[src/verilog/isl_pkg.sv]
// shared constants for the interrupt status low bits block
package isl_pkg;
  // register byte offsets
  localparam logic [7:0] ISL_STATUS_OFS = 8'h58;
  localparam logic [7:0] ISL_THRESH_OFS = 8'h60;
  localparam logic [7:0] ISL_LEVELS_OFS = 8'h64;
  localparam logic [7:0] ISL_DMA_OFS = 8'h68;
  localparam logic [7:0] ISL_TIMER_OFS = 8'h6c;
  // status bit positions
  localparam int ISL_B_RXDMA = 20;
  localparam int ISL_B_TIMER = 19;
  localparam int ISL_B_POWER = 17;
  localparam int ISL_B_TXSOVF = 16;
  localparam int ISL_B_LONG = 15;
  localparam int ISL_B_RXERR = 14;
  localparam int ISL_B_TXERR = 13;
  localparam int ISL_B_PIN = 12;
  localparam int ISL_B_TXDOVR = 10;
  localparam int ISL_B_TXAVAIL = 9;
  localparam int ISL_B_TXSFULL = 8;
  localparam int ISL_B_TXSLVL = 7;
  localparam int ISL_B_DROP = 6;
  localparam int ISL_B_RXSFULL = 4;
  localparam int ISL_B_RXSLVL = 3;
  // sticky write-one-to-clear bits
  localparam logic [31:0] ISL_W1C_MASK = 32'h001b_e7d8;
  localparam logic [31:0] ISL_STATUS_RST = 32'h0000_0000;
  // receive frame length limits in bytes
  localparam logic [15:0] ISL_FRAME_MAX = 16'h0800;
  // threshold register field positions
  localparam int ISL_TXAVAIL_LSB = 0;
  localparam int ISL_TXSLVL_LSB = 8;
  localparam int ISL_RXSLVL_LSB = 16;
  localparam logic [15:0] ISL_TIMER_ALL_ONES = 16'hffff;
endpackage : isl_pkg

[src/verilog/isl_top.sv]
// interrupt status low bits with axi4-lite register access
// Function
// - rx dma count drained sets bit 20
// - timer wraps past zero sets bit 19
// - any power event sets bit 17
// - write one clears bit 17
// - no deassert interval for power event
// - tx status fifo overflow sets bit 16
// - frame of 2048 bytes sets bit 15
// - frames of 2049+ truncated to 2048
// - receive error sets bit 14
// - transmit error sets bit 13
// - bit 12 read-only pin event
// - write to full tx fifo sets 10
// - tx space above threshold sets 9
// - tx status fifo full sets 8
// - tx status level reached sets 7
// - dropped frame sets bit 6
// - rx status push when full sets 4
// - rx status level reached sets 3
// - write one clears, zero keeps
// - status records regardless of enables
//
// Design decisions made here: the register offsets and the AXI4-Lite interface to the registers.
`timescale 1ns/10ps
module isl_top
  import isl_pkg::*;
#(
  parameter int LEVEL_W = 8,
  parameter int SPACE_W = 12
) (
  input wire logic sys_clk,
  input wire logic rst_n,
  input wire logic [31:0] s_axi_awaddr,
  input wire logic s_axi_awvalid,
  output logic s_axi_awready,
  input wire logic [31:0] s_axi_wdata,
  input wire logic [3:0] s_axi_wstrb,
  input wire logic s_axi_wvalid,
  output logic s_axi_wready,
  output logic [1:0] s_axi_bresp,
  output logic s_axi_bvalid,
  input wire logic s_axi_bready,
  input wire logic [31:0] s_axi_araddr,
  input wire logic s_axi_arvalid,
  output logic s_axi_arready,
  output logic [31:0] s_axi_rdata,
  output logic [1:0] s_axi_rresp,
  output logic s_axi_rvalid,
  input wire logic s_axi_rready,
  input wire logic rx_dma_word_read,
  input wire logic [2:0] rx_dma_word_bytes,
  input wire logic timer_tick,
  input wire logic power_event,
  input wire logic tx_status_push,
  input wire logic [LEVEL_W-1:0] tx_status_level,
  input wire logic tx_status_full,
  input wire logic rx_frame_byte,
  input wire logic rx_frame_end,
  input wire logic rx_error,
  input wire logic tx_error,
  input wire logic pin_event,
  input wire logic tx_data_write,
  input wire logic tx_data_full,
  input wire logic [SPACE_W-1:0] tx_data_space,
  input wire logic rx_frame_drop,
  input wire logic rx_status_push,
  input wire logic rx_status_full,
  input wire logic [LEVEL_W-1:0] rx_status_level,
  output logic rx_byte_store,
  output logic power_irq_raw,
  output logic status_any
);

  // level fields hold 8 bits, space field 16
  if (LEVEL_W < 1 || LEVEL_W > 8 || SPACE_W < 1 || SPACE_W > 16) begin : g_bad_width
    $error("isl_top: unsupported parameter widths");
  end

  // ----------------------------------------
  // reset release
  // ----------------------------------------
  logic [1:0] rst_sync_ff;
  logic rst_ok;
  always_ff @(posedge sys_clk or negedge rst_n) begin
    if (!rst_n) begin
      rst_sync_ff <= 2'h0;
    end else begin
      rst_sync_ff <= {rst_sync_ff[0], 1'b1};
    end
  end
  assign rst_ok = rst_sync_ff[1];

  // ----------------------------------------
  // state
  // ----------------------------------------
  typedef struct packed {
    logic [31:0] status;
    logic [SPACE_W-1:0] space_thr;
    logic [LEVEL_W-1:0] txs_thr;
    logic [LEVEL_W-1:0] rxs_thr;
    logic [15:0] dma_left;
    logic [15:0] timer;
    logic [15:0] frame_len;
    logic awready;
    logic wready;
    logic bvalid;
    logic [1:0] bresp;
    logic arready;
    logic rvalid;
    logic [31:0] rdata;
    logic [1:0] rresp;
    logic [7:0] awaddr;
    logic aw_held;
    logic [31:0] wdata;
    logic [3:0] wstrb;
    logic w_held;
    logic byte_store;
    logic power_raw;
    logic any;
  } isl_state_s;

  isl_state_s st_ff;
  isl_state_s nxt_st;

  // ----------------------------------------
  // register word helpers
  // ----------------------------------------

  function automatic logic [31:0] isl_merge(input logic [31:0] old, input logic [31:0] wd,
                                            input logic [3:0] be);
    logic [31:0] res;
    res = old;
    for (int i = 0; i < 4; i++) begin
      if (be[i]) begin
        res[i*8 +: 8] = wd[i*8 +: 8];
      end
    end
    return res;
  endfunction : isl_merge

  function automatic logic [31:0] isl_level_word(input logic [LEVEL_W-1:0] txs,
                                                 input logic [LEVEL_W-1:0] rxs);
    return {8'h0, 8'(rxs), 8'(txs), 8'h0};
  endfunction : isl_level_word

  function automatic logic [31:0] isl_space_word(input logic [SPACE_W-1:0] sp);
    return {16'h0, 16'(sp)};
  endfunction : isl_space_word

  function automatic logic isl_known(input logic [7:0] a);
    return (a == ISL_STATUS_OFS) || (a == ISL_THRESH_OFS) || (a == ISL_LEVELS_OFS) ||
           (a == ISL_DMA_OFS) || (a == ISL_TIMER_OFS);
  endfunction : isl_known

  // ----------------------------------------
  // next state
  // ----------------------------------------
  always_comb begin
    logic [31:0] set_v;
    logic [31:0] clr_v;
    logic [31:0] wmask;
    logic [31:0] lv;
    logic do_wr;
    logic [7:0] wa;
    logic [31:0] wd;
    logic [3:0] wb;
    logic [15:0] dma_dec;
    set_v = 32'h0;
    clr_v = 32'h0;
    wmask = 32'h0;
    lv = 32'h0;
    dma_dec = 16'h0;
    do_wr = st_ff.aw_held && st_ff.w_held && !st_ff.bvalid;
    wa = st_ff.awaddr;
    wd = st_ff.wdata;
    wb = st_ff.wstrb;
    nxt_st = st_ff;
    nxt_st.byte_store = 1'b0;

    // ----------------------------------------
    // write channel capture, either order
    // ----------------------------------------
    if (s_axi_awvalid && st_ff.awready) begin
      nxt_st.awaddr = s_axi_awaddr[7:0];
      nxt_st.aw_held = 1'b1;
      nxt_st.awready = 1'b0;
    end
    if (s_axi_wvalid && st_ff.wready) begin
      nxt_st.wdata = s_axi_wdata;
      nxt_st.wstrb = s_axi_wstrb;
      nxt_st.w_held = 1'b1;
      nxt_st.wready = 1'b0;
    end
    if (do_wr) begin
      nxt_st.aw_held = 1'b0;
      nxt_st.w_held = 1'b0;
      nxt_st.bvalid = 1'b1;
      nxt_st.bresp = isl_known(wa) ? 2'b00 : 2'b10;
      if (wa == ISL_STATUS_OFS) begin
        wmask = isl_merge(32'h0, 32'hffff_ffff, wb);
        clr_v = wd & wmask & ISL_W1C_MASK;
      end else if (wa == ISL_THRESH_OFS) begin
        lv = isl_merge(isl_level_word(st_ff.txs_thr, st_ff.rxs_thr), wd, wb);
        nxt_st.txs_thr = lv[ISL_TXSLVL_LSB +: LEVEL_W];
        nxt_st.rxs_thr = lv[ISL_RXSLVL_LSB +: LEVEL_W];
      end else if (wa == ISL_LEVELS_OFS) begin
        lv = isl_merge(isl_space_word(st_ff.space_thr), wd, wb);
        nxt_st.space_thr = lv[ISL_TXAVAIL_LSB +: SPACE_W];
      end else if (wa == ISL_DMA_OFS) begin
        lv = isl_merge({16'h0, st_ff.dma_left}, wd, wb);
        nxt_st.dma_left = lv[15:0];
      end else if (wa == ISL_TIMER_OFS) begin
        lv = isl_merge({16'h0, st_ff.timer}, wd, wb);
        nxt_st.timer = lv[15:0];
      end
    end
    if (st_ff.bvalid && s_axi_bready) begin
      nxt_st.bvalid = 1'b0;
      nxt_st.awready = 1'b1;
      nxt_st.wready = 1'b1;
    end

    // ----------------------------------------
    // read channel
    // ----------------------------------------
    if (s_axi_arvalid && st_ff.arready) begin
      nxt_st.arready = 1'b0;
      nxt_st.rvalid = 1'b1;
      nxt_st.rresp = 2'b00;
      if (s_axi_araddr[7:0] == ISL_STATUS_OFS) begin
        nxt_st.rdata = (st_ff.status & ISL_W1C_MASK) | (32'(pin_event) << ISL_B_PIN);
      end else if (s_axi_araddr[7:0] == ISL_THRESH_OFS) begin
        nxt_st.rdata = isl_level_word(st_ff.txs_thr, st_ff.rxs_thr);
      end else if (s_axi_araddr[7:0] == ISL_LEVELS_OFS) begin
        nxt_st.rdata = isl_space_word(st_ff.space_thr);
      end else if (s_axi_araddr[7:0] == ISL_DMA_OFS) begin
        nxt_st.rdata = {16'h0, st_ff.dma_left};
      end else if (s_axi_araddr[7:0] == ISL_TIMER_OFS) begin
        nxt_st.rdata = {16'h0, st_ff.timer};
      end else begin
        nxt_st.rdata = 32'h0;
        nxt_st.rresp = 2'b10;
      end
    end
    if (st_ff.rvalid && s_axi_rready) begin
      nxt_st.rvalid = 1'b0;
      nxt_st.arready = 1'b1;
    end

    // ----------------------------------------
    // event sources
    // ----------------------------------------
    // dma count drained
    if (rx_dma_word_read && st_ff.dma_left != 16'h0) begin
      dma_dec = (st_ff.dma_left > 16'(rx_dma_word_bytes)) ?
                16'(st_ff.dma_left - 16'(rx_dma_word_bytes)) : 16'h0;
      nxt_st.dma_left = dma_dec;
      if (dma_dec == 16'h0) begin
        set_v[ISL_B_RXDMA] = 1'b1;
      end
    end
    if (timer_tick) begin
      nxt_st.timer = 16'(st_ff.timer - 16'h1);
      if (st_ff.timer == 16'h0) begin
        set_v[ISL_B_TIMER] = 1'b1;
      end
    end
    if (power_event) begin
      set_v[ISL_B_POWER] = 1'b1;
    end
    if (tx_status_push && tx_status_full) begin
      set_v[ISL_B_TXSOVF] = 1'b1;
    end
    if (rx_frame_byte) begin
      if (st_ff.frame_len < ISL_FRAME_MAX) begin
        nxt_st.frame_len = 16'(st_ff.frame_len + 16'h1);
        nxt_st.byte_store = 1'b1;
      end
      if (st_ff.frame_len == 16'(ISL_FRAME_MAX - 16'h1)) begin
        set_v[ISL_B_LONG] = 1'b1;
      end
    end
    if (rx_frame_end) begin
      nxt_st.frame_len = 16'h0;
    end
    if (rx_error) begin
      set_v[ISL_B_RXERR] = 1'b1;
    end
    if (tx_error) begin
      set_v[ISL_B_TXERR] = 1'b1;
    end
    if (tx_data_write && tx_data_full) begin
      set_v[ISL_B_TXDOVR] = 1'b1;
    end
    if (tx_data_space > st_ff.space_thr) begin
      set_v[ISL_B_TXAVAIL] = 1'b1;
    end
    if (tx_status_full) begin
      set_v[ISL_B_TXSFULL] = 1'b1;
    end
    if (tx_status_level >= st_ff.txs_thr) begin
      set_v[ISL_B_TXSLVL] = 1'b1;
    end
    if (rx_frame_drop) begin
      set_v[ISL_B_DROP] = 1'b1;
    end
    if (rx_status_push && rx_status_full) begin
      set_v[ISL_B_RXSFULL] = 1'b1;
    end
    if (rx_status_level >= st_ff.rxs_thr) begin
      set_v[ISL_B_RXSLVL] = 1'b1;
    end

    // ----------------------------------------
    // status update
    // ----------------------------------------
    // sticky, set beats clear
    nxt_st.status = ((st_ff.status & ~clr_v) | set_v) & ISL_W1C_MASK;
    nxt_st.power_raw = nxt_st.status[ISL_B_POWER];
    nxt_st.any = (nxt_st.status != 32'h0) || pin_event;
  end

  always_ff @(posedge sys_clk or negedge rst_ok) begin
    if (!rst_ok) begin
      st_ff <= '0;
      st_ff.status <= ISL_STATUS_RST;
      st_ff.awready <= 1'b1;
      st_ff.wready <= 1'b1;
      st_ff.arready <= 1'b1;
      st_ff.space_thr <= '1;
      st_ff.txs_thr <= '1;
      st_ff.rxs_thr <= '1;
    end else begin
      st_ff <= nxt_st;
    end
  end

  // ----------------------------------------
  // outputs
  // ----------------------------------------
  assign s_axi_awready = st_ff.awready;
  assign s_axi_wready = st_ff.wready;
  assign s_axi_bvalid = st_ff.bvalid;
  assign s_axi_bresp = st_ff.bresp;
  assign s_axi_arready = st_ff.arready;
  assign s_axi_rvalid = st_ff.rvalid;
  assign s_axi_rdata = st_ff.rdata;
  assign s_axi_rresp = st_ff.rresp;
  assign rx_byte_store = st_ff.byte_store;
  assign power_irq_raw = st_ff.power_raw;
  assign status_any = st_ff.any;

endmodule : isl_top

[config.mk]
export PLATFORM = sky130hd
export DESIGN_NAME = isl_top
export DESIGN_NICKNAME = d
export VERILOG_FILES = /design/src/verilog/isl_pkg.sv /design/src/verilog/isl_top.sv
export SDC_FILE = /design/constraint.sdc
export NUM_CORES = 1
export LEC_CHECK = 0
export ABC_AREA = 1
export ABC_CLOCK_PERIOD_IN_PS = 6900
export BUFFER_PORTS_ARGS = -buffer_cell sky130_fd_sc_hd__buf_2
export CORE_ASPECT_RATIO = 2
export CORE_UTILIZATION = 45
export CTS_CLUSTER_DIAMETER = 150
export DETAILED_ROUTE_END_ITERATION = 7
export HOLD_SLACK_MARGIN = 0.03
export PLACE_DENSITY = 0.68
export SYNTH_ARGS = -nofsm -noshare
export SYNTH_HDL_FRONTEND = slang
export SYNTH_SLANG_ARGS = --single-unit
[constraint.sdc]
create_clock -name sys_clk -period 6.9 [get_ports sys_clk]
set_input_delay 0.69 -clock sys_clk [delete_from_list [all_inputs] [get_ports sys_clk]]
set_output_delay 0.69 -clock sys_clk [all_outputs]
set_load 0.02 [all_outputs]
---- Word-level counts from Yosys, hierarchy flattened ----
Cells that the tools add are included.
cells by class
  order comparisons ....................... 5
  equal/unequal tests ..................... 18
  reduce and logical (&&, ||, !) cells .... 46
  bitwise logic cells ..................... 7
  muxes and demuxes ....................... 66
  add/sub/neg operators ................... 3
operator list
  operator                                                                count
  16-bit 2-to-1 mux                                                       12
  32-bit 2-to-1 mux                                                       5
  8-bit by 7-bit == test with 1-bit output, second input constant         10
  8-bit 2-to-1 mux                                                        8
  21-bit AND                                                              2
  21-bit 2-to-1 mux                                                       2
  36-bit 2-to-1 mux                                                       1
  16-bit zero test                                                        2
  2-bit nonzero test                                                      16
  32-bit nonzero test                                                     1
  1-bit 2-to-1 mux                                                        25
  24-bit 2-to-1 mux                                                       1
  21-bit inverter                                                         1
  21-bit by 13-bit bitwise OR with 21-bit output                          1
  21-bit bitwise OR                                                       1
  16-bit by 1-bit adder with 16-bit output, second input constant         1
  16-bit by 11-bit == test with 1-bit output, second input constant       1
  8-bit greater-or-equal comparator                                       2
  16-bit by 3-bit > comparator with 1-bit output                          1
  16-bit by 12-bit < comparator with 1-bit output, second input constant  1
  16-bit nonzero test                                                     1
  16-bit by 1-bit subtractor with 16-bit output, second input constant    1
  16-bit by 3-bit subtractor with 16-bit output                           1
  5-bit 2-to-1 mux                                                        3
  other kinds (14)                                                        45
storage, ports and cells
  register bits after elaboration ......... 174
  bits of input ports ..................... 153
  output and inout port bits .............. 44

---- Depth between registers and ports, before layout ----
  word-level depth ........................ 11
  mapped depth ............................ 16

---- Worst setup path before layout ----
No wires, ideal clock.
  path type ............................... input to register
  start point ............................. input port rx_dma_word_bytes[0]
  end point ............................... register st_ff, in the netlist status_any
  cell stages on the path ................. 15
  data arrival time ....................... 2.314 ns
  path buffers ............................ 1
  library setup time ...................... 0.122 ns
  setup slack ............................. 4.464 ns
  cell sequence ........................... ha_1 > fa_1 > inv_1 > nand2_1 > nand2_1 > nand2_1 > nand3_2 > buf_6 > nand3_1 > nand2_1 > inv_1 > nand4_1 > nor2_1 > nor2_1 > nand2_1
RTL lines
  item                    line            RTL
  start: declaration      isl_top.sv:52   input wire logic [2:0] rx_dma_word_bytes,
  end signal: assignment  isl_top.sv:335  st_ff <= nxt_st;
  end: declaration        isl_top.sv:123  isl_state_s st_ff;

---- Final worst setup path ----
  start point ............................. register st_ff[43] (netlist name)
  end point ............................... register st_ff[116] (netlist name)
on the way
  cells in the longest elaborated chain, start to end .. 3
RTL lines
  item
  8-bit by 7-bit == test with 1-bit output (on tied branches)
  2-bit != test (no source line) / 2-bit nonzero test (equally long branches)
  7-bit AND reduction (no source line) *
Every way passes the cells marked *; elsewhere a longest branch is shown, timed or not.
A chain may end at the register's enable or synchronous reset.

==> impl_metrics.json <==
{
  "status": "completed",
  "cts_sinks": 162,
  "io_buffers": 129,
  "setup_viol": 0,
  "synth_common_cells": "nand2_1 (271), inv_1 (181), dfrtp_1 (131), o21ai_0 (119), nor2_1 (98)",
  "ys_types": 46,
  "ys.flop_type": "dfrtp_1",
  "cp.required_ns": 7.19,
  "vias": 8020,
  "synth-edff-count": 0,
  "worstPathArrival_ns": 2.99,
  "grt_pass1_wl_um": 42100,
  "drv_slew": 0,
  "cts_setup_buffers": 0,
  "n_fill_cell": 1977,
  "ys_seq_elements": 162,
  "min_path_type": "reg -> async",
  "cts_max_level": 4,
  "dp_slack_ns": 3.88,
  "clk_path_buf_depth": 2,
  "antenna_found_initial": 0,
  "rows": 72,
  "fin_crit_ns": 2.70,
  "worst-setup-path-type": "reg -> reg",
  "clockRootBuffer": "clkbuf_16",
  "reg2reg_depth": 10,
  "num_io_pins": 197,
  "setup-tns-final_ns": 0,
  "overflow": 0,
  "tightest_slew_ns": 0.995,
  "core_region_area_mm2": 0.0195,
  "fp.dieH_um": 202,
  "grt_setup_unrepaired": "no",
  "synth_top_area_frac": 0.364,
  "r2r_setup_slack_ns": 4.20,
  "period_share": 0.392,
  "drt-pass1-iter-count": 5,
  "crit_path_max_fanout": 11,
  "drv_cap": 0,
  "hold_viol_final": 0,
  "syn2layout_area_growth_pct": 13.5,
  "synth_area_mm2": 0.00900,
  "antenna_cells": 0,
  "layout.nets": 1442,
  "largest-register": "st_ff",
  "cts_made_buffers": 17,
  "first_global_vias": 8071,
  "totalWireLength_um": 26900,
  "ys.warnings.count": 0,
  "dp_hpwl_um": 21200,
  "fin_ws_ns": 4.20,
  "drive_above_1_share": 0.174,
  "die-area_mm2": 0.0206,
  "crit_start": "st_ff[43]$_DFFE_PN0P_",
  "clkTransAtPathRegs_ns": 0.07,
  "reg2reg_from": "st_ff[43]$_DFFE_PN0P_",
  "max_freq_mhz": 370,
  "async_flop_share": 1.00,
  "routedWlPerCell_um": 17.6,
  "yosys.area.top_type": "dfrtp_1",
  "place_congestion": 0.950,
  "finClkSkew_ns": 0.0124,
  "postRouteAntennaNets": 0,
  "power.density_mw_per_mm2": 308,
  "worstSetupStartpointType": "flop",
  "r2r-end": "st_ff[116]$_DFFE_PN0P_",
  "die_w_um": 102,
  "start_util": 0.463,
  "via_per_inst": 5.25,
  "ys_seq_area_frac": 0.455,
  "syn_area_per_cell_um2": 7.79,
  "clkLatencyLatePin_ns": 0.43,
  "slew_headroom": 0.336,
  "synthTopCellsByArea": "dfrtp_1 (36%), nand2_1 (11%), dfstp_2 (9.1%), inv_1 (7.5%), o21ai_0 (6.6%)",
  "largest_register_ffs": 127,
  "synthMostInstantiatedCell": "nand2_1",
  "drc": 0,
  "cts_tree": "done",
  "grt_max_degree": 75,
  "p_leak_nw": 4.90,
  "syn_inst": 1156,
  "critPathCaptureType": "flop",
  "grtUsageTotal": 0.276,
  "drt_iter0_drc": 431,
  "ir_drop_mv": 0.182,
  "fin_total_pwr_mw": 3.15
}
[kinds of logic after synthesis]
kind of cell    share of synthesized area
xor+xnor                          0.00389
fa+ha+maj                          0.0481
buf+inv                             0.122
simple gates                        0.229
flops                               0.455
compound gates                      0.141
other cells                      0.000834
[layout by cell type (no fill, tap or decap), types with 3 or more instances in the layout]
master,instances
nor2_2,6
a221oi_1,14
a211oi_1,3
inv_6,4
o211ai_1,10
inv_1,181
nand4_1,25
o21ai_0,119
buf_4,3
nor2_1,98
a21oi_1,35
a31o_2,3
ha_1,33
nor4_1,8
buf_2,129
a31oi_1,3
o22ai_1,16
nand2_1,271
clkinv_4,3
clkinvlp_4,4
nand3_1,51
inv_2,6
nor3_1,14
dfrtp_1,130
nand4_2,3
xor2_1,3
nor3_2,3
conb_1,11
dfstp_2,31
clkbuf_16,17
o21ai_1,4
[layer usage]
metal  global-route usage  vias to the layer above  share of wire
li1                     -                     3915              -
met1                0.277                     3786           0.36
met2                0.498                      240           0.53
met3               0.0328                       79          0.031
met4                0.216                        0          0.082
met5                    0                        -              0
[area by class of cell]
type	count	area, um2	area share
Tap cell	259	324	0.0317
Inverter	187	702	0.0687
Clock buffer	19	443	0.0434
Multi-Input combinational cell	754	3840	0.376
Timing Repair Buffer	133	678	0.0664
Sequential cell	162	4100	0.401
Clock inverter	13	126	0.0124
[repair_timing]
item / CTS / global route
gates resized for setup: 0 / 0
setup endpoints to repair: 0 / 0
hold endpoints to repair: 2 / 0
hold buffers: 1 / 0
[report_power, final]
part           total, mW  switching (mW)  internal (mW)  leakage [nW]
logic              0.865           0.600          0.265          2.74
clock network      0.920           0.409          0.511         0.267
registers           1.37           0.192           1.17          1.90
total               3.15            1.20           1.95          4.90
[critical path, stage by stage (launching register included)]
cell and delay [ns]:
dfrtp_1 0.39, inv_2 0.08, nand2_1 0.08, nor2_1 0.64
nand2_2 0.35, inv_2 0.19, nor2_1 0.09, nand2_1 0.19
nand2_1 0.22, o22ai_1 0.25, a31oi_1 0.07
[per-stage QoR]
stage,std cells,util,instance area [um2],hold slack [ns]
after detailed placement,1494,0.495,9640,0.342
after global routing,1527,0.525,10200,0.365
after CTS,1527,0.525,10200,0.348
final,1527,0.525,10200,0.319
after global placement,1494,0.495,9640,0.336
after floorplan,1165,-,9030,0.331
[worst max-delay path by stage]
stage,slack (ns),cells past startpoint,endpoint
2_1_floorplan,2.11,0,rx_byte_store$_DFF_PN0_
3_3_place_gp,3.87,15,status_any$_DFF_PN0_
3_5_place_dp,3.88,15,status_any$_DFF_PN0_
4_1_cts,4.22,10,st_ff[116]$_DFFE_PN0P_
5_1_grt,4.02,5,s_axi_rdata[10]$_DFFE_PN0P_
6_report,4.20,10,st_ff[116]$_DFFE_PN0P_
No activity file was read; power rests on OpenSTA's default activity.
